<file path="config.mk">
export PLATFORM = sky130hd
export DESIGN_NAME = cfdfs_top
export DESIGN_NICKNAME = d
export VERILOG_FILES = /design/src/cfdfs_pkg.sv /design/src/cfdfs_lvl_if.sv /design/src/cfdfs_level.sv /design/src/cfdfs_top.sv
export SDC_FILE = /design/constraint.sdc
export NUM_CORES = 1
export LEC_CHECK = 0
export ABC_AREA = 1
export BUFFER_PORTS_ARGS = -buffer_cell sky130_fd_sc_hd__buf_2
export CORE_MARGIN = 1.5
export CORE_UTILIZATION = 40
export DETAILED_ROUTE_END_ITERATION = 10
export GPL_TIMING_DRIVEN = 0
export REMOVE_ABC_BUFFERS = 1
export SLEW_MARGIN = 20
export SYNTH_ARGS = -nofsm -noshare
export SYNTH_HDL_FRONTEND = slang
export SYNTH_SLANG_ARGS = --single-unit
</file>
<file path="constraint.sdc">
create_clock -name CLOCK -period 2.5 [get_ports CLOCK]
set_input_delay 0.125 -clock CLOCK [delete_from_list [all_inputs] [get_ports CLOCK]]
set_output_delay 0.125 -clock CLOCK [all_outputs]
set_load 0.02 [all_outputs]
</file>
<file path="src/cfdfs_pkg.sv">
// package of register map, field positions and reset values
package cfdfs_pkg;
   localparam int unsigned ADDR_W = 4;
   localparam int unsigned DATA_W = 16;
   localparam int unsigned IDX_W = 5;
   localparam int unsigned CNT_W = 6;
   localparam logic [3:0] OFF_MSG_CTRL = 4'h0;
   localparam logic [3:0] OFF_MSG_STATUS = 4'h1;
   localparam logic [3:0] OFF_MSG_SIZE = 4'h2;
   localparam logic [3:0] OFF_EVT_CTRL_HIGH = 4'h3;
   localparam logic [3:0] OFF_EVT_CTRL_LOW = 4'h4;
   localparam logic [3:0] OFF_EVT_STATUS = 4'h5;
   localparam logic [3:0] OFF_MODE = 4'h6;
   localparam logic [3:0] OFF_EVT_LEVEL = 4'h7;
   localparam int unsigned B_DIR = 7;
   localparam int unsigned B_ABORT = 7;
   localparam int unsigned B_LARB = 6;
   localparam int unsigned B_BERR = 5;
   localparam int unsigned B_ATTEMPT = 4;
   localparam int unsigned B_OVF = 3;
   localparam int unsigned B_EF = 2;
   localparam int unsigned B_HALF = 1;
   localparam int unsigned B_NFNE = 0;
   localparam int unsigned B_TSEN = 5;
   localparam int unsigned B_CLEAR = 10;
   localparam int unsigned B_SEND = 9;
   localparam int unsigned B_ADV = 8;
   localparam int unsigned B_SIZE_LO = 8;
   localparam int unsigned B_MODE_LO = 0;
   localparam logic [2:0] MODE_CONFIG = 3'h4;
   localparam logic [2:0] MODE_RESET = 3'h4;
   localparam logic [4:0] SIZE_RESET = 5'h00;
   localparam logic [7:0] MSG_CTRL_RESET = 8'h00;
   localparam logic [3:0] EVT_IE_RESET = 4'h0;
endpackage

</file>
<file path="src/cfdfs_lvl_if.sv">
// interface carrying one fifo's depth and fill level to its flag logic
`timescale 1ns/1ps
interface cfdfs_lvl_if;
   logic [4:0] depth_code;
   logic [5:0] count;
   logic full;
   logic empty;
   logic half_up;
   logic half_down;
   modport src (output depth_code, output count,
      input full, input empty, input half_up, input half_down);
   modport dec (input depth_code, input count,
      output full, output empty, output half_up, output half_down);
endinterface

</file>
<file path="src/cfdfs_level.sv">
// fill level decoder: full, empty and half thresholds
`timescale 1ns/1ps
module cfdfs_level
   import cfdfs_pkg::*;
(
   cfdfs_lvl_if.dec lvl
);
   logic [5:0] depth;
   always_comb begin
      depth = {1'b0, lvl.depth_code} + 6'h01;
      lvl.full = (lvl.count >= depth);
      lvl.empty = (lvl.count == 6'h00);
      lvl.half_up = ({lvl.count, 1'b0} >= {1'b0, depth});
      lvl.half_down = ({lvl.count, 1'b0} <= {1'b0, depth});
   end
endmodule

</file>
<file path="src/cfdfs_top.sv">
// fifo status, index and flag logic of a message fifo and event fifo
// Operation
// - direction bit one transmits, zero receives
// - enable bit 2 gates empty/full
// - enable bit 1 gates half level
// - enable bit 0 gates notfull/notempty
// - index shows next transmit or fill slot
// - index zero based, below configured depth
// - outcome bits update on completion or reset
// - abort cleared by read; all by request/write
// - attempts flag hardware set, tx only
// - overflow flag hardware set, rx only
// - bit 2: tx empty or rx full
// - bit 1: tx at most half, rx at least
// - bit 0: tx free slot, rx nonempty
// - event depth is size code plus one
// - event clear bit resets, hardware clears
// - tail advance bit pops exactly one
// - timestamp stored only when enabled
// - four event enables gate matching flags
// - event overflow set by hardware, software clears
// - event level flags are live
`timescale 1ns/1ps
module cfdfs_top
   import cfdfs_pkg::*;
(
   input wire logic CLOCK,
   input wire logic RESETN,
   input wire logic [ADDR_W-1:0] ADDR,
   input wire logic [DATA_W-1:0] WDATA,
   input wire logic WR,
   input wire logic RD,
   output logic [DATA_W-1:0] RDATA,
   input wire logic MSG_PUSH,
   input wire logic MSG_POP,
   input wire logic TX_DONE,
   input wire logic TX_ABORTED,
   input wire logic TX_LOST_ARB,
   input wire logic TX_BUS_ERR,
   input wire logic TX_ATTEMPTS_OUT,
   input wire logic EVT_PUSH,
   output logic EVT_STORE_STAMP,
   output logic SEND_REQUEST,
   output logic MSG_IRQ,
   output logic EVT_IRQ
);
   cfdfs_lvl_if msg_lvl();
   cfdfs_lvl_if evt_lvl();

   logic [7:0] ctrl_r, ctrl_nxt;
   logic [4:0] msize_r, msize_nxt;
   logic [2:0] mode_r, mode_nxt;
   logic send_r, send_nxt;
   logic mclr_r, mclr_nxt;
   logic [5:0] mcnt_r, mcnt_nxt;
   logic [4:0] head_r, head_nxt;
   logic [4:0] tail_r, tail_nxt;
   logic abort_r, abort_nxt;
   logic larb_r, larb_nxt;
   logic berr_r, berr_nxt;
   logic attempt_r, attempt_nxt;
   logic ovf_r, ovf_nxt;
   logic [4:0] esize_r, esize_nxt;
   logic eclr_r, eclr_nxt;
   logic tsen_r, tsen_nxt;
   logic [3:0] eie_r, eie_nxt;
   logic [5:0] ecnt_r, ecnt_nxt;
   logic eovf_r, eovf_nxt;
   logic [DATA_W-1:0] rdata_nxt;
   logic [DATA_W-1:0] msg_status;
   logic [DATA_W-1:0] evt_status;
   logic [2:0] msg_lvl_flags;
   logic [3:0] evt_flags;
   logic is_tx;
   logic cfg_mode;
   logic tx_outcome;
   logic rd_status;

   // wraps a slot index at the configured depth
   function automatic logic [4:0] slot_inc(input logic [4:0] idx,
      input logic [4:0] code);
      if (idx >= code) begin
         slot_inc = 5'h00;
      end else begin
         slot_inc = idx + 5'h01;
      end
   endfunction

   function automatic logic wr_at(input logic [3:0] off, input logic w,
      input logic [ADDR_W-1:0] a);
      wr_at = w && (a == off);
   endfunction

   assign msg_lvl.depth_code = msize_r;
   assign msg_lvl.count = mcnt_r;
   assign evt_lvl.depth_code = esize_r;
   assign evt_lvl.count = ecnt_r;

   cfdfs_level u_msg_level (
      .lvl (msg_lvl.dec)
   );
   cfdfs_level u_evt_level (
      .lvl (evt_lvl.dec)
   );

   always_comb begin
      is_tx = ctrl_r[B_DIR];
      cfg_mode = (mode_r == MODE_CONFIG);
      tx_outcome = TX_DONE && is_tx;
      rd_status = RD && (ADDR == OFF_MSG_STATUS);
      if (is_tx) begin
         msg_lvl_flags[2] = msg_lvl.empty;
         msg_lvl_flags[1] = msg_lvl.half_down;
         msg_lvl_flags[0] = !msg_lvl.full;
      end else begin
         msg_lvl_flags[2] = msg_lvl.full;
         msg_lvl_flags[1] = msg_lvl.half_up;
         msg_lvl_flags[0] = !msg_lvl.empty;
      end
      // index is head for transmit, fill slot for receive
      msg_status = {3'h0, (is_tx ? head_r : tail_r),
         abort_r, larb_r, berr_r,
         attempt_r && is_tx, ovf_r && !is_tx,
         msg_lvl_flags};
      evt_flags = {eovf_r, evt_lvl.full, evt_lvl.half_up,
         !evt_lvl.empty};
      evt_status = {12'h000, evt_flags};
   end

   // register writes and hardware events
   always_comb begin
      ctrl_nxt = ctrl_r;
      msize_nxt = msize_r;
      mode_nxt = mode_r;
      send_nxt = send_r;
      mclr_nxt = 1'b0;
      mcnt_nxt = mcnt_r;
      head_nxt = head_r;
      tail_nxt = tail_r;
      abort_nxt = abort_r;
      larb_nxt = larb_r;
      berr_nxt = berr_r;
      attempt_nxt = attempt_r;
      ovf_nxt = ovf_r;
      if (wr_at(OFF_MODE, WR, ADDR)) begin
         mode_nxt = WDATA[B_MODE_LO +: 3];
      end
      if (wr_at(OFF_MSG_SIZE, WR, ADDR) && cfg_mode) begin
         msize_nxt = WDATA[B_SIZE_LO +: 5];
      end
      // message fifo level tracking
      if (MSG_PUSH && !msg_lvl.full) begin
         mcnt_nxt = mcnt_nxt + 6'h01;
         tail_nxt = slot_inc(tail_r, msize_r);
      end else if (MSG_PUSH && !is_tx) begin
         ovf_nxt = 1'b1;
      end
      if (MSG_POP && !msg_lvl.empty) begin
         mcnt_nxt = mcnt_nxt - 6'h01;
         head_nxt = slot_inc(head_r, msize_r);
      end
      if (tx_outcome) begin
         abort_nxt = TX_ABORTED;
         larb_nxt = TX_LOST_ARB;
         berr_nxt = TX_BUS_ERR;
         if (mcnt_nxt == 6'h00) begin
            send_nxt = 1'b0;
         end
      end
      // an outcome landing beside a status read or status write clear is kept: the update wins
      if (rd_status && !tx_outcome) begin
         abort_nxt = 1'b0;
      end
      if (wr_at(OFF_MSG_STATUS, WR, ADDR)) begin
         if (!tx_outcome) begin
            abort_nxt = 1'b0;
            larb_nxt = 1'b0;
            berr_nxt = 1'b0;
         end
         if (!WDATA[B_ATTEMPT]) begin
            attempt_nxt = 1'b0;
         end
         if (!WDATA[B_OVF]) begin
            ovf_nxt = 1'b0;
         end
      end
      if (TX_ATTEMPTS_OUT && is_tx) begin
         attempt_nxt = 1'b1;
      end
      if (MSG_PUSH && msg_lvl.full && !is_tx) begin
         ovf_nxt = 1'b1;
      end
      if (wr_at(OFF_MSG_CTRL, WR, ADDR)) begin
         ctrl_nxt = WDATA[7:0];
         if (WDATA[B_SEND] && is_tx) begin
            send_nxt = 1'b1;
            abort_nxt = 1'b0;
            larb_nxt = 1'b0;
            berr_nxt = 1'b0;
         end else if (!WDATA[B_SEND]) begin
            send_nxt = 1'b0;
         end
         if (WDATA[B_ADV] && !mclr_r) begin
            if (is_tx && !msg_lvl.full) begin
               mcnt_nxt = mcnt_r + 6'h01;
               tail_nxt = slot_inc(tail_r, msize_r);
            end else if (!is_tx && !msg_lvl.empty) begin
               mcnt_nxt = mcnt_r - 6'h01;
               head_nxt = slot_inc(head_r, msize_r);
            end
         end
         mclr_nxt = WDATA[B_CLEAR];
      end
      if (mclr_r) begin
         mcnt_nxt = 6'h00;
         head_nxt = 5'h00;
         tail_nxt = 5'h00;
         send_nxt = 1'b0;
         abort_nxt = 1'b0;
         larb_nxt = 1'b0;
         berr_nxt = 1'b0;
      end
   end

   // event fifo level, overflow and control
   always_comb begin
      esize_nxt = esize_r;
      eclr_nxt = 1'b0;
      tsen_nxt = tsen_r;
      eie_nxt = eie_r;
      ecnt_nxt = ecnt_r;
      eovf_nxt = eovf_r;
      if (wr_at(OFF_EVT_CTRL_HIGH, WR, ADDR) && cfg_mode) begin
         esize_nxt = WDATA[B_SIZE_LO +: 5];
      end
      if (EVT_PUSH) begin
         if (evt_lvl.full) begin
            eovf_nxt = 1'b1;
         end else begin
            ecnt_nxt = ecnt_r + 6'h01;
         end
      end
      if (wr_at(OFF_EVT_STATUS, WR, ADDR) && !WDATA[B_OVF]
         && !(EVT_PUSH && evt_lvl.full)) begin
         eovf_nxt = 1'b0;
      end
      if (wr_at(OFF_EVT_CTRL_LOW, WR, ADDR)) begin
         tsen_nxt = WDATA[B_TSEN];
         eie_nxt = WDATA[3:0];
         eclr_nxt = WDATA[B_CLEAR];
         if (WDATA[B_ADV] && !evt_lvl.empty) begin
            ecnt_nxt = ecnt_nxt - 6'h01;
         end
      end
      if (eclr_r) begin
         ecnt_nxt = 6'h00;
         eovf_nxt = 1'b0;
      end
   end

   always_comb begin
      rdata_nxt = '0;
      case (ADDR)
         OFF_MSG_CTRL: begin
            rdata_nxt = {5'h00, mclr_r, send_r, 1'b0, ctrl_r};
         end
         OFF_MSG_STATUS: rdata_nxt = msg_status;
         OFF_MSG_SIZE: rdata_nxt = {3'h0, msize_r, 8'h00};
         OFF_EVT_CTRL_HIGH: rdata_nxt = {3'h0, esize_r, 8'h00};
         OFF_EVT_CTRL_LOW: begin
            rdata_nxt = {5'h00, eclr_r, 4'h0, tsen_r, 1'b0, eie_r};
         end
         OFF_EVT_STATUS: rdata_nxt = evt_status;
         OFF_MODE: rdata_nxt = {13'h0000, mode_r};
         OFF_EVT_LEVEL: rdata_nxt = {10'h000, ecnt_r};
         default: rdata_nxt = '0;
      endcase
      if (!RD) begin
         rdata_nxt = '0;
      end
   end

   always_ff @(posedge CLOCK or negedge RESETN) begin
      if (!RESETN) begin
         ctrl_r <= MSG_CTRL_RESET;
         msize_r <= SIZE_RESET;
         mode_r <= MODE_RESET;
         send_r <= 1'b0;
         mclr_r <= 1'b0;
         mcnt_r <= 6'h00;
         head_r <= 5'h00;
         tail_r <= 5'h00;
         abort_r <= 1'b0;
         larb_r <= 1'b0;
         berr_r <= 1'b0;
         attempt_r <= 1'b0;
         ovf_r <= 1'b0;
         RDATA <= '0;
      end else begin
         ctrl_r <= ctrl_nxt;
         msize_r <= msize_nxt;
         mode_r <= mode_nxt;
         send_r <= send_nxt;
         mclr_r <= mclr_nxt;
         mcnt_r <= mcnt_nxt;
         head_r <= head_nxt;
         tail_r <= tail_nxt;
         abort_r <= abort_nxt;
         larb_r <= larb_nxt;
         berr_r <= berr_nxt;
         attempt_r <= attempt_nxt;
         ovf_r <= ovf_nxt;
         RDATA <= rdata_nxt;
      end
   end

   always_ff @(posedge CLOCK or negedge RESETN) begin
      if (!RESETN) begin
         esize_r <= SIZE_RESET;
         eclr_r <= 1'b0;
         tsen_r <= 1'b0;
         eie_r <= EVT_IE_RESET;
         ecnt_r <= 6'h00;
         eovf_r <= 1'b0;
      end else begin
         esize_r <= esize_nxt;
         eclr_r <= eclr_nxt;
         tsen_r <= tsen_nxt;
         eie_r <= eie_nxt;
         ecnt_r <= ecnt_nxt;
         eovf_r <= eovf_nxt;
      end
   end

   always_comb begin
      EVT_STORE_STAMP = tsen_r && EVT_PUSH;
      SEND_REQUEST = send_r;
      // bits 2..0 of control gate the matching level flags
      MSG_IRQ = |(msg_lvl_flags & ctrl_r[2:0])
         || (attempt_r && is_tx && ctrl_r[4])
         || (ovf_r && !is_tx && ctrl_r[3]);
      EVT_IRQ = |(evt_flags & eie_r);
   end
endmodule

</file>
Word level (Yosys, flattened, before mapping)
Index checks and enable logic that the tools add are counted.

Bits of input ports: 32. Logic and storage cells: 167. Output and inout bits: 20. Register bits: 73.

Reduce and logical (&&, ||, !) cells: 52. Magnitude comparators: 7. Add/subtract/negate cells: 9. Bitwise operators: 2. Equal/unequal tests: 9. Multiplexer cells: 68.

Operator list (count): case mux 13 bit (8 select lines) (1); two-way mux 6 bit (12); two-way mux 5 bit (14); two-way mux 1 bit (39); logical AND 1 bit (31); zero test 6 bit (3); subtractor 6 x 1 -> 6 bit (second input constant) (3); equality test 4 x 3 -> 1 bit (second input constant) (4); two-way mux 16 bit (1); >= comparator 7 x 6 -> 1 bit (2); adder 5 x 1 -> 6 bit (second input constant) (2); adder 6 x 1 -> 6 bit (second input constant) (2); >= comparator 6 bit (2); adder 5 x 1 -> 5 bit (second input constant) (2); >= comparator 5 bit (2); equality test 4 x 2 -> 1 bit (second input constant) (2); zero test 1 bit (8); <= comparator 7 x 6 -> 1 bit (1); nonzero test 3 bit (2); AND 4 bit (1); equality test 4 x 1 -> 1 bit (second input constant) (1); zero test 4 bit (1); AND reduction 2 bit (2); OR reduction 4 bit (1); other kinds (7) (8).

Depth between registers and ports, before layout
Gate-level depths: netlist (run 1).

Depth in word-level cells: 14. Mapped depth: 21. Mapped depth without buffers: 21.

Modules after synthesis
From an unflattened synthesis (run 1), not the netlist that was laid out.

Cells, all modules: 727. Area, all modules: 5137.4 µm².

Modules (own cells, without submodules): cfdfs_top (instances 1, seq. area each 1752.9 µm², cells each 575, area each 4311.6 µm²); cfdfs_level (instances 2, seq. area each 0.0 µm², cells each 76, area each 412.9 µm²).

Least setup slack after synthesis (run 1)
No wires, ideal clock.

Kind: reg-to-reg. From: register esize_r[0]. To: register ecnt_r[4]. Buffers on the path: 0. Setup time: 0.130 ns. Period minus slack after synthesis: 2.674 ns. Setup slack: -0.174 ns. Stages on the path, launching flop included: 17. Data arrival time: 2.544 ns. Required time: 2.370 ns. Path through: dfrtp_1 > ha_1 > nand3_1 > xor2_1 > ha_1 > nand2_1 > inv_1 > o211ai_1 > o211a_1 > nand3_1 > o21ai_0 > ha_1 > inv_1 > nor2_1 > nand3_1 > o21ai_0 > a21oi_1.

Cells in the longest elaborated chain, start to end: 8.

RTL lines: start, declared (line cfdfs_top.sv:63) `logic [4:0] esize_r, esize_nxt;`; start signal, assigned (line cfdfs_top.sv:326) `esize_r <= esize_nxt;`; adder 5 x 1 -> 6 bit * (line cfdfs_level.sv:10) `depth = {1'b0, lvl.depth_code} + 6'h01;`; >= comparator 6 bit * (line cfdfs_level.sv:11) `lvl.full = (lvl.count >= depth);`; two-way mux 6 bit * (line cfdfs_top.sv:237) `if (evt_lvl.full) begin`; two-way mux 6 bit * (line cfdfs_top.sv:236) `if (EVT_PUSH) begin`; subtractor 6 x 1 -> 6 bit (line cfdfs_top.sv:252) `ecnt_nxt = ecnt_nxt - 6'h01;`; two-way mux 6 bit (line cfdfs_top.sv:251) `if (WDATA[B_ADV] && !evt_lvl.empty) begin`; two-way mux 6 bit * (line cfdfs_top.sv:247) `if (wr_at(OFF_EVT_CTRL_LOW, WR, ADDR)) begin`; two-way mux 6 bit * (line cfdfs_top.sv:255) `if (eclr_r) begin`; named net ecnt_nxt[4] (line cfdfs_top.sv:67) `logic [5:0] ecnt_r, ecnt_nxt;`; end signal, assigned (line cfdfs_top.sv:330) `ecnt_r <= ecnt_nxt;`; end, declared (line cfdfs_top.sv:67).

The timed path passes the listed nets; every way through them passes the cells marked *. A chain may end at the register's enable or synchronous reset.

Worst setup path after layout (run 1)
From: register esize_r[1]. To: register ecnt_r[5].

The elaborated chain is that of the path after synthesis.

==> results of run 1 <==
[cell usage after synthesis (all sizes together), types with 4 or more instances]
cell / instances
buf: 6
dfrtp: 69
nand2: 153
o22ai: 4
o211ai: 6
a221oi: 5
o21a: 7
xor2: 15
clkbuf: 5
a211oi: 8
nand4: 12
ha: 37
nand3: 37
nor2: 51
nor3: 13
o21ai: 49
a31oi: 6
a21oi: 33
inv: 96
[metrics by stage]
stage          cells  setup TNS [ns]  utilization [%]
2_1_floorplan    622          -0.447                -
3_3_place_gp     810           -3.78             44.6
3_5_place_dp     811           -4.55             44.9
4_1_cts          867           -1.42             51.9
5_1_grt          880           -4.18             56.9
6_report         880           -1.83             56.9
[logic make-up after synthesis]
logic type,after synthesis,share of synthesized area (%)
multiplexers,1,0.234
other,1,0.0781
AO/OA/AOI/OAI,126,15.6
buffers and inverters,107,8.75
AND/OR/NAND/NOR,271,25.9
XOR/XNOR,18,3.28
flip-flops,70,36.5
adder cells (fa/ha/maj),37,9.64
[flip-flops by register name, summed over array words and instances, names as in the netlist, 3 cells and up]
register            flops
mode_r                  3
ctrl_r                  8
msg_lvl.depth_code      5
RDATA                  13
esize_r                 5
tail_r                  5
eie_r                   4
head_r                  5
mcnt_r                  6
ecnt_r                  6
[cell type report]
| type | instances | area [µm²] | share of cell area (%) |
|---|---|---|---|
| clock buffer | 10 | 229 | 3.48 |
| clock inverter | 6 | 68.8 | 1.05 |
| inverter | 96 | 375 | 5.71 |
| multi-input combinational | 457 | 3240 | 49.3 |
| sequential | 70 | 1770 | 26.9 |
| tap | 143 | 179 | 2.72 |
| timing repair buffer | 98 | 713 | 10.8 |
[metal layers]
| metal | vias to the layer above | share of wire [%] | track usage [%] |
|---|---|---|---|
| li1 | 2292 | - | - |
| met1 | 2334 | 43 | 30.4 |
| met2 | 159 | 50 | 39.7 |
| met3 | 28 | 4.6 | 2.92 |
| met4 | 0 | 2.1 | 7.17 |
| met5 | - | 0 | 0 |
[cells in the final DEF (no fill, tap or decap), types with 11 or more instances in the layout]
| master | instances |
|---|---|
| a21oi_1 | 25 |
| buf_2 | 42 |
| buf_4 | 37 |
| buf_6 | 14 |
| dfrtp_1 | 59 |
| ha_1 | 28 |
| inv_1 | 77 |
| inv_2 | 15 |
| nand2_1 | 125 |
| nand2_2 | 16 |
| nand3_1 | 22 |
| nand3_2 | 11 |
| nand4_1 | 12 |
| nor2_1 | 30 |
| nor3_1 | 11 |
| o21ai_0 | 36 |
[report_power, final]
part / switching [mW] / internal [mW] / total [mW] / leakage, nW
Combinational: 2.12 / 1.61 / 3.73 / 2.09
Sequential: 0.450 / 1.41 / 1.86 / 0.874
Clock: 0.535 / 0.780 / 1.31 / 0.143
Total: 3.11 / 3.80 / 6.91 / 3.11
[worst paths after layout]
| check | slack, ns | endpoint |
|---|---|---|
| setup / recovery | -0.25 | ecnt_r[5] |
| hold / removal | 0.007 | RDATA[4] |
| setup reg to reg | -0.25 | ecnt_r[5] |
| hold reg to reg | 0.50 | ctrl_r[6] |
| max in group asynchronous | 1.69 | mode_r[2] |
| min in group asynchronous | 0.23 | ecnt_r[1] |
[repair_timing]
action | 4_1_cts | 5_1_grt
buffers inserted | 36 | 13
endpoints found under the hold margin | 25 | 0
gates resized for setup | 56 | 107
hold buffers | 4 | 0
endpoints found under the setup margin | 20 | 26
pin swaps | 31 | 62
gates cloned | 0 | 1
[worst max-delay path: stages (launching register included)]
cell and delay, ns:
dfrtp_2 0.42, buf_6 0.13, nand3_4 0.09, nand3b_1 0.25, ha_4 0.33, nand2_4 0.05
buf_6 0.11, o211a_1 0.24, nand3_2 0.11, inv_2 0.07, buf_6 0.12, nand2_4 0.07
xor2_4 0.19, nand2_2 0.08, nor2_4 0.11, nand3_2 0.10, nand2_1 0.09, nand2_1 0.05
nor2_1 0.09
==> impl_results.md, run 1 <==
- Cell Pwr Density: 1050 nW/µm²
- Die width: 113 µm
- Pre-CTS setup slack: -0.532 ns
- Synth async-reset ratio: 100%
- Total Power Consumption: roughly 6.9 mW
- CTS tree: done
- Max Clock Skew: 0.00647 ns
- Crit Reg-Reg Startpoint: esize_r[1]
- Clock Sinks: 70
- Leakage power: 3.11 nW
- Register-to-Register Path Depth: 18
- First-pass GRT wire length: 23000 µm
- Final worst path period share: 110%
- Hold Fails Final Rpt: 0
- Max-cap violation count: 0
- Crit path max fanout: 4
- Cells after Synth: 631
- Synth cell types: 48
- Vias in the first global route: 4546
- Gr usage total: 23.1%
- Worst skew pair latency: ~0.34 ns
- Hold_ws: around 0.0066 ns
- Number of remaining DRC errors: 0
- Hold Path Depth: 3
- Post-synth top area cell: dfrtp_1
- Slew headroom: 48.0%
- Post-synthesis sequential area ratio: 36.5%
- Slack of the critical path: -0.252 ns
- Fill cell count: 1054
- Port buffer count: 45
- Number of synthesized flops with an enable pin: 0
- Post-Syn Area: between 4000 and 5000 µm²
- Die area: 12700 µm²
- Routed wire length: 14900 µm
- DIE HEIGHT: 113 µm
- Vias: 4813
- Primary FF master, synth: dfrtp_1
- Final setup viols: 12
- Largest net degree at the start of global routing: 49
- Global route total overflow: 0
- Failing checks: setup timing
- Pins over their slew limit: 0
- CP startpoint kind: register
- Max Freq: 363 MHz
- Post-route ant nets: 0
- CP startpoint: esize_r[1]
- Htree depth: 3
- CTS Buf Count: 9
- Worst vdd ir: 0.437 mV
- Starting density of the core: 41.5%
- CP Capture Type: register
- Syn. warnings: 0
- Cell Rows: 39
- RePlAce Congestion: 0.915
- Initial antenna violation count: 0
- Worst path required time: between 2 and 3 ns
- CP Class: reg -> reg
- Avg Synthesized Cell Area: 7.61 µm²
- Number of top-level pins: 52
- Nets: 801
- CTS clk-pin slew, worst paths: 0.06 ns
- Hold WC Path Type: in -> reg
- Minimum clock period: between 2 and 3 ns
- DRT Pass-1 Iters: 5
- Status: finished with violations
- Maximum buffer depth of the clock tree: 2
- Fraction of layout cells with a size suffix above 1: 33.5%
- Wire length per cell: approximately 17 µm
- Top cells by area, synth: dfrtp_1 36%, nand2_1 11%, ha_1 9.6%
- Initial DRC Count: 389
- RSZ-0062 raised after global routing: true
- Dpl cell area: 5190 µm²
- CORE AREA: between 10000 and 15000 µm²
- Least-Margin Pin Slew: a little under 0.8 ns
- Post-DP HPWL: 9910 µm
- Antenna cells: 0
- Post-route cell area: 6580 µm²
- Area Growth Syn to Fin: 36.8%
- CP Data Arrival Time: 3.02 ns
- Yosys reg bits: 70
- Root Buffer Master: clkbuf_16
- Vias per cell: 5.47
- Hold Startpoint: RD
- Proportion of netlist area held by the largest area contributor: 35.9%
(Power assumes the default switching activity.)
==> run 2: changes to the inputs <==
--- a/config.mk
+++ b/config.mk
@@ -5,7 +5,6 @@
 export SDC_FILE = /design/constraint.sdc
 export NUM_CORES = 1
 export LEC_CHECK = 0
-export ABC_AREA = 1
 export BUFFER_PORTS_ARGS = -buffer_cell sky130_fd_sc_hd__buf_2
 export CORE_MARGIN = 1.5
 export CORE_UTILIZATION = 40
==> impl_results.md, run 2 <==
- Status: finished with violations
- Failing checks: setup timing
- Fraction of layout cells with a size suffix above 1: 28.4%
- Die width: 115 µm
- CORE AREA: 12100 µm²
- Critical path endpoint: MSG_IRQ
- CP startpoint: msg_lvl.depth_code[0]
- Fin cells: 802
- Max Freq: 327 MHz
- Most frequent cells in the layout: 64 x dfrtp_1, 54 x nand2_1, 48 x nor2_1, 42 x buf_2, 32 x ha_1
- Number of top-level pins: 52
- Yosys reg bits: 70
- Area Growth Syn to Fin: 28.1%
- Cells after Synth: 559
- Worst vdd ir: between 0.4 and 0.5 mV
- CTS Buf Count: 9
- Routed wire length: roughly 14000 µm
- Final worst path period share: 122%
- FF-to-FF End: mcnt_r[4]
- Least-Margin Pin Slew: about 0.79 ns
- Hold WC Path Type: in -> reg
- Global route total overflow: 0
- Dpl cell area: ~5400 µm²
- First-pass GRT wire length: roughly 23000 µm
- Largest family of logic cells by synthesized area: simple AND/OR/NAND/NOR gates
- Max-cap violation count: 0
- Synth cell types: 67
- Busiest metal layer after global routing: met2
- Max FFs per register: 13
- Post-synthesis xor/xnor area fraction: ~7.3%
- Post-Syn Area: 5020 µm²
- Biggest regs: RDATA (13), ctrl_r (8)
- Post-DP HPWL: just under 10000 µm
- Slack of the critical path: -0.562 ns
- Starting density of the core: about 41%
- Met3 usage: 4.90%
- Vias in the first global route: between 4000 and 5000
- DIE HEIGHT: 115 µm
- Met1 Use GR: 28.2%
- Number of remaining DRC errors: 0
- Leakage power: about 2.8 nW
- Slew headroom: 46.8%
- Synth Area in Simple Gates: 20.5%
- Antenna cells: 0
- Top reg by flops: RDATA
- Crit path max fanout: 3
- Clock Sinks: 70
- Layout Utilization: 53.0%
- CTS tree: done
- Syn. warnings: 0
- Vias: 4565
- Total Power Consumption: 6.71 mW
- Htree depth: 3
- Post-route ant nets: 0
- Initial DRC Count: 397
- Post-synth top cells: 69 x dfrtp_1, 56 x nand2_1, 53 x nor2_1
- CP Capture Type: primary output
- Avg Synthesized Cell Area: 8.97 µm²
- Top cells by area, synth: dfrtp_1 34%, ha_1 9.2%, xnor2_1 4.5%
- Compound-Gate Fraction of Synth Area: between 10% and 20%
- Initial antenna violation count: 0
- Hold Fails Final Rpt: 0
- Port buffer count: 45
- RePlAce Congestion: 0.863
- CP Class: reg -> out
- Minimum clock period: roughly 3 ns
- Primary FF master, synth: dfrtp_1
- Pins over their slew limit: 0
- Number of synthesized flops with an enable pin: 0
- Cell Rows: 40
- Proportion of netlist area held by the largest area contributor: 34.4%
- CP Data Arrival Time: roughly 2.9 ns
- RSZ-0062 raised after global routing: true
- Worst skew pair latency: 0.34 ns
- Wire length per cell: roughly 18 µm
- Worst path required time: 2.38 ns
- Count leader, synth: dfrtp_1
- Post-synthesis sequential area ratio: 34.9%
- Crit Reg-Reg Startpoint: msg_lvl.depth_code[0]
- Inst Count DP: 747
- Final setup viols: 20
- CTS clk-pin slew, worst paths: 0.05 ns
- CP startpoint kind: register
- Commonest non-fill, non-tap cell in the layout: dfrtp_1
- Adder-cell share of the synthesized area: a little under a tenth
- Met2 usage in global routing: 38.6%
- Max Clock Skew: 0.00803 ns
- Largest net degree at the start of global routing: 45
- Register-to-Register Path Depth: 14
- Multiplexer share of the synthesized area: 7.01%
- DRT Pass-1 Iters: 5
- Nets: 698
- Vias per cell: 5.69
- Cell Pwr Density: 1040 nW/µm²
- Root Buffer Master: clkbuf_16
- Die area: 13200 µm²
- Synth async-reset ratio: 100%
- FF-to-FF setup slack: -0.56 ns
- Post-synth top area cell: dfrtp_1
- Post-route cell area: 6420 µm²
- Maximum buffer depth of the clock tree: 2
- Gr usage total: between 20% and 30%
==> run 2: changes by cell type in the layout (fill, tap and decap cells not counted), sizes merged, moves of 11 or more <==
cell    delta
nand2     -97
inv       -78
o21ai     -27
xnor2     +24
mux2      +16
mux2i     +16
buf       -15
a21o      +13
nand2b    +11
nand3     -11
==> run 2: worst min path at each step <==
stage / startpoint / endpoint / slack, ns / cells past startpoint
2_1_floorplan: RESETN / RDATA[0] / -0.17 / 0
3_3_place_gp: WDATA[6] / ctrl_r[6] / 0.32 / 3
3_5_place_dp: RESETN / ctrl_r[6] / 0.08 / 1
4_1_cts: WDATA[10] / eclr_r / 0.008 / 2
5_1_grt: WDATA[10] / eclr_r / 0.03 / 2
6_report: WDATA[10] / eclr_r / 0.01 / 2
==> run 2: timing repair <==
item,in CTS,in global routing
pin swaps,39,20
gates resized for setup,67,30
endpoints found under the hold margin,31,0
hold buffers,6,0
setup endpoints to repair,27,26
setup buffers,29,7
==> run 2: area by class of cell <==
class / count / area (µm²)
fill: 1108 / 5690
tap: 168 / 210
inverter: 20 / 76.3
sequential: 70 / 1760
clock inverter: 5 / 58.8
clock buffer: 11 / 243
timing repair buffer: 85 / 628
multi-input combinational: 443 / 3450
==> run 2: where the power goes <==
group          switching [mW]  internal, mW  total, mW
clock network           0.515         0.802       1.32
logic                    1.73          1.71       3.44
registers               0.568          1.39       1.95
==> run 2: kinds of logic after synthesis <==
logic type	after synthesis
and+or+nand+nor	211
AOI/OAI and AO/OA	117
DFF	70
buffers and inverters	48
xor gates and xnor gates	41
adders and majority gates	38
muxes	33
other	1
==> run 2: critical path, stage by stage, from the launching register on <==
cell and delay, ns:
dfrtp_2 0.43, ha_4 0.19, xnor2_4 0.17, ha_4 0.23, a21o_1 0.14, a31oi_1 0.18, maj3_2 0.26, a21oi_4 0.08
nor2_4 0.21, inv_2 0.07, a222oi_1 0.31, o211ai_1 0.14, buf_4 0.20
==> run 2: through the flow <==
stage	setup TNS [ns]	setup WS (ns)	hold slack, ns
finish	-6.08	-0.562	0.0131
global route	-9.21	-0.737	0.0311
CTS	-5.84	-0.575	0.00776
detailed placement	-12.83	-1.09	0.0839
global placement	-11.53	-1.08	0.317
floorplan	-2.49	-0.360	-0.171
==> run 2: routing by layer <==
metal	up-vias	routed length, µm
li1	2158	-
met1	2235	6190
met2	142	7090
met3	30	802
met5	-	0
met4	0	296
==> run 3: changes to the inputs <==
--- a/config.mk
+++ b/config.mk
@@ -6,10 +6,10 @@
 export NUM_CORES = 1
 export LEC_CHECK = 0
 export BUFFER_PORTS_ARGS = -buffer_cell sky130_fd_sc_hd__buf_2
-export CORE_MARGIN = 1.5
 export CORE_UTILIZATION = 40
 export DETAILED_ROUTE_END_ITERATION = 10
 export GPL_TIMING_DRIVEN = 0
+export RECOVER_POWER = 50
 export REMOVE_ABC_BUFFERS = 1
 export SLEW_MARGIN = 20
 export SYNTH_ARGS = -nofsm -noshare
==> constraint.sdc (replaced) <==
create_clock -name CLOCK -period 3.2 [get_ports CLOCK]
set_input_delay 0.16 -clock CLOCK [delete_from_list [all_inputs] [get_ports CLOCK]]
set_output_delay 0.16 -clock CLOCK [all_outputs]
set_load 0.02 [all_outputs]
==> impl_results.md, run 3 (synthesis results as in run 2) <==
- Hold Path Sink: ctrl_r[7]
- DRT Pass-1 Iters: 5
- Port buffer count: 45
- Minimum clock period: 3.16 ns
- Final setup viols: 0
- Pre-CTS setup slack: -0.462 ns
- Initial DRC Count: 304
- Register-to-Register Path Depth: 13
- Max FFs per register: 13
- Post-route ant nets: 0
- Biggest regs: RDATA (13), ctrl_r (8)
- Routed wire length: about 13000 µm
- Number of top-level pins: 52
- Final worst path period share: 98.7%
- Clock Sinks: 70
- Max-cap violation count: 1
- CTS Buf Count: 9
- FF-to-FF setup slack: around 0.17 ns
- FF-to-FF End: mcnt_r[4]
- Hold Fails Final Rpt: 0
- Die width: ~110 µm
- Htree depth: 3
- Wire length per cell: between 15 and 20 µm
- CTS clk-pin slew, worst paths: 0.06 ns
- Commonest non-fill, non-tap cell in the layout: dfrtp_1
- Cell Pwr Density: 791 nW/µm²
- CP Capture Type: primary output
- Hold WC Path Type: in -> reg
- Vias in the first global route: 4225
- Top reg by flops: RDATA
- Worst vdd ir: 0.303 mV
- Largest net degree at the start of global routing: 45
- Maximum buffer depth of the clock tree: 2
- DIE HEIGHT: ~110 µm
- Slack of the critical path: 0.0408 ns
- CP Class: reg -> out
- Multi-input logic area: ~3200 µm²
- Cell Rows: 40
- CORE AREA: 12100 µm²
- Least-Margin Pin Slew: between 1.5 and 2 ns
- Status: finished with violations
- Worst path top cell family by delay: compound AO/OA/AOI/OAI gates
- Post-DP HPWL: 9530 µm
- Crit path max fanout: 4
- First-pass GRT wire length: about 21000 µm
- CP startpoint kind: register
- Worst path required time: a little over 3 ns
- Pins over their slew limit: 28
- Global route total overflow: 0
- Initial antenna violation count: 0
- Max Freq: 317 MHz
- Fraction of layout cells with a size suffix above 1: 19.0%
- Gr usage total: 21.3%
- Area Growth Syn to Fin: 17.4%
- Worst Path Buf+Inv: 2
- Leakage power: roughly 2.6 nW
- Hold Startpoint: WDATA[7]
- Vias: 4396
- Crit path largest cell delay: 0.44 ns
- CTS tree: done
- Number of remaining DRC errors: 0
- Nets: between 600 and 700
- Most used cell, CP: ha_4
- RePlAce Congestion: between 0.8 and 0.9
- Fill cell count: 1164
- Root Buffer Master: clkbuf_16
- CP Data Arrival Time: 3.00 ns
- Max Clock Skew: 0.0100 ns
- Critical-path top delay cell: dfrtp_2
- Antenna cells: 0
- RSZ-0062 raised after global routing: true
- Crit Reg-Reg Startpoint: msg_lvl.depth_code[1]
- Most frequent cells in the layout: 63 x dfrtp_1, 56 x nand2_1, 51 x nor2_1, 36 x buf_2, 34 x ha_1
- Worst skew pair latency: between 0.3 and 0.4 ns
- Vias per cell: 5.65
- Setup_tns: 0 ns
- Die area: 13000 µm²
- Register area: 1760 µm²
- Slew headroom: -1.12%
- Starting density of the core: approximately two fifths
- Failing checks: capacitance limit, slew limit
- Critical Path, Cell by Cell: ha_4 -> xnor2_4 -> ha_4 -> a21o_1 -> a31oi_1 -> maj3_2 -> a21oi_4 -> nor2_4 -> inv_2 -> a222oi_1 -> o211ai_1 -> buf_4
- Hold Path Depth: 3
[run 3: cell count changes in the layout (fill, tap and decap cells not counted), moves of 3 or more]
cell | before | now
a21oi_2 | 5 | 1
nor3_1 | 12 | 15
dlygate4sd3_1 | 6 | 3
buf_2 | 42 | 36
buf_4 | 20 | 13
clkbuf_1 | 1 | 9
a21oi_1 | 20 | 24
buf_6 | 16 | 0
o21ai_1 | 5 | 2
o21ai_0 | 15 | 20
nor2_1 | 48 | 51
xnor2_1 | 21 | 24
[run 3: worst max path at each step]
stage,start,end,slack (ns),cells after the start
after CTS,msg_lvl.depth_code[1],MSG_IRQ,-0.05,12
after floorplan,msg_lvl.depth_code[0],mcnt_r[4],0.34,11
final,msg_lvl.depth_code[1],MSG_IRQ,0.04,12
after global placement,msg_lvl.depth_code[0],MSG_IRQ,-0.42,12
after detailed placement,msg_lvl.depth_code[0],MSG_IRQ,-0.46,12
after global routing,esize_r[0],ecnt_r[4],-0.06,15
[run 3: layer usage]
layer	up-vias	global-route usage, %	wire length (µm)
li1	2105	-	-
met1	2164	27.2	6010
met2	111	35.6	6420
met3	16	5.53	618
met4	0	6.06	188
met5	-	0	0
[run 3: worst min-delay path, delay by kind of cell]
| family | cells | cell delay, ns |
|---|---|---|
| simple gates | 2 | 0.09 |
| buf+inv | 1 | 0.08 |
[run 3: cell type report]
| cell class | count | share of cell area, % |
|---|---|---|
| Clock inverter | 3 | 0.722 |
| Multi-Input combinational cell | 443 | 54.1 |
| Tap cell | 168 | 3.57 |
| Timing Repair Buffer | 61 | 5.82 |
| Inverter | 20 | 1.34 |
| Clock buffer | 13 | 4.59 |
| Sequential cell | 70 | 29.9 |
[run 3: power breakdown]
| part | internal (mW) | switching, mW | leakage [nW] |
|---|---|---|---|
| combinational | 1.00 | 1.09 | 1.52 |
| sequential | 1.08 | 0.424 | 0.894 |
| clock | 0.666 | 0.389 | 0.152 |
| total | 2.75 | 1.91 | 2.56 |
[run 3: metrics by stage]
stage	power [mW]	instance area (µm²)	instances	util [%]	hold slack [ns]
after global routing	5.00	5890	778	48.6	0.00948
after CTS	4.53	5790	771	47.8	0.00216
after detailed placement	3.37	5380	747	44.4	0.116
final	4.66	5890	778	48.6	0.0154
after global placement	3.30	5340	746	44.1	0.353
after floorplan	2.85	4900	533	-	-0.136
[run 3: repair_timing]
action,CTS,global route
pin swaps,4,9
resized for setup,9,18
hold buffers,3,0
endpoints found under the hold margin,28,0
endpoints found under the setup margin,7,9
setup buffers,5,7
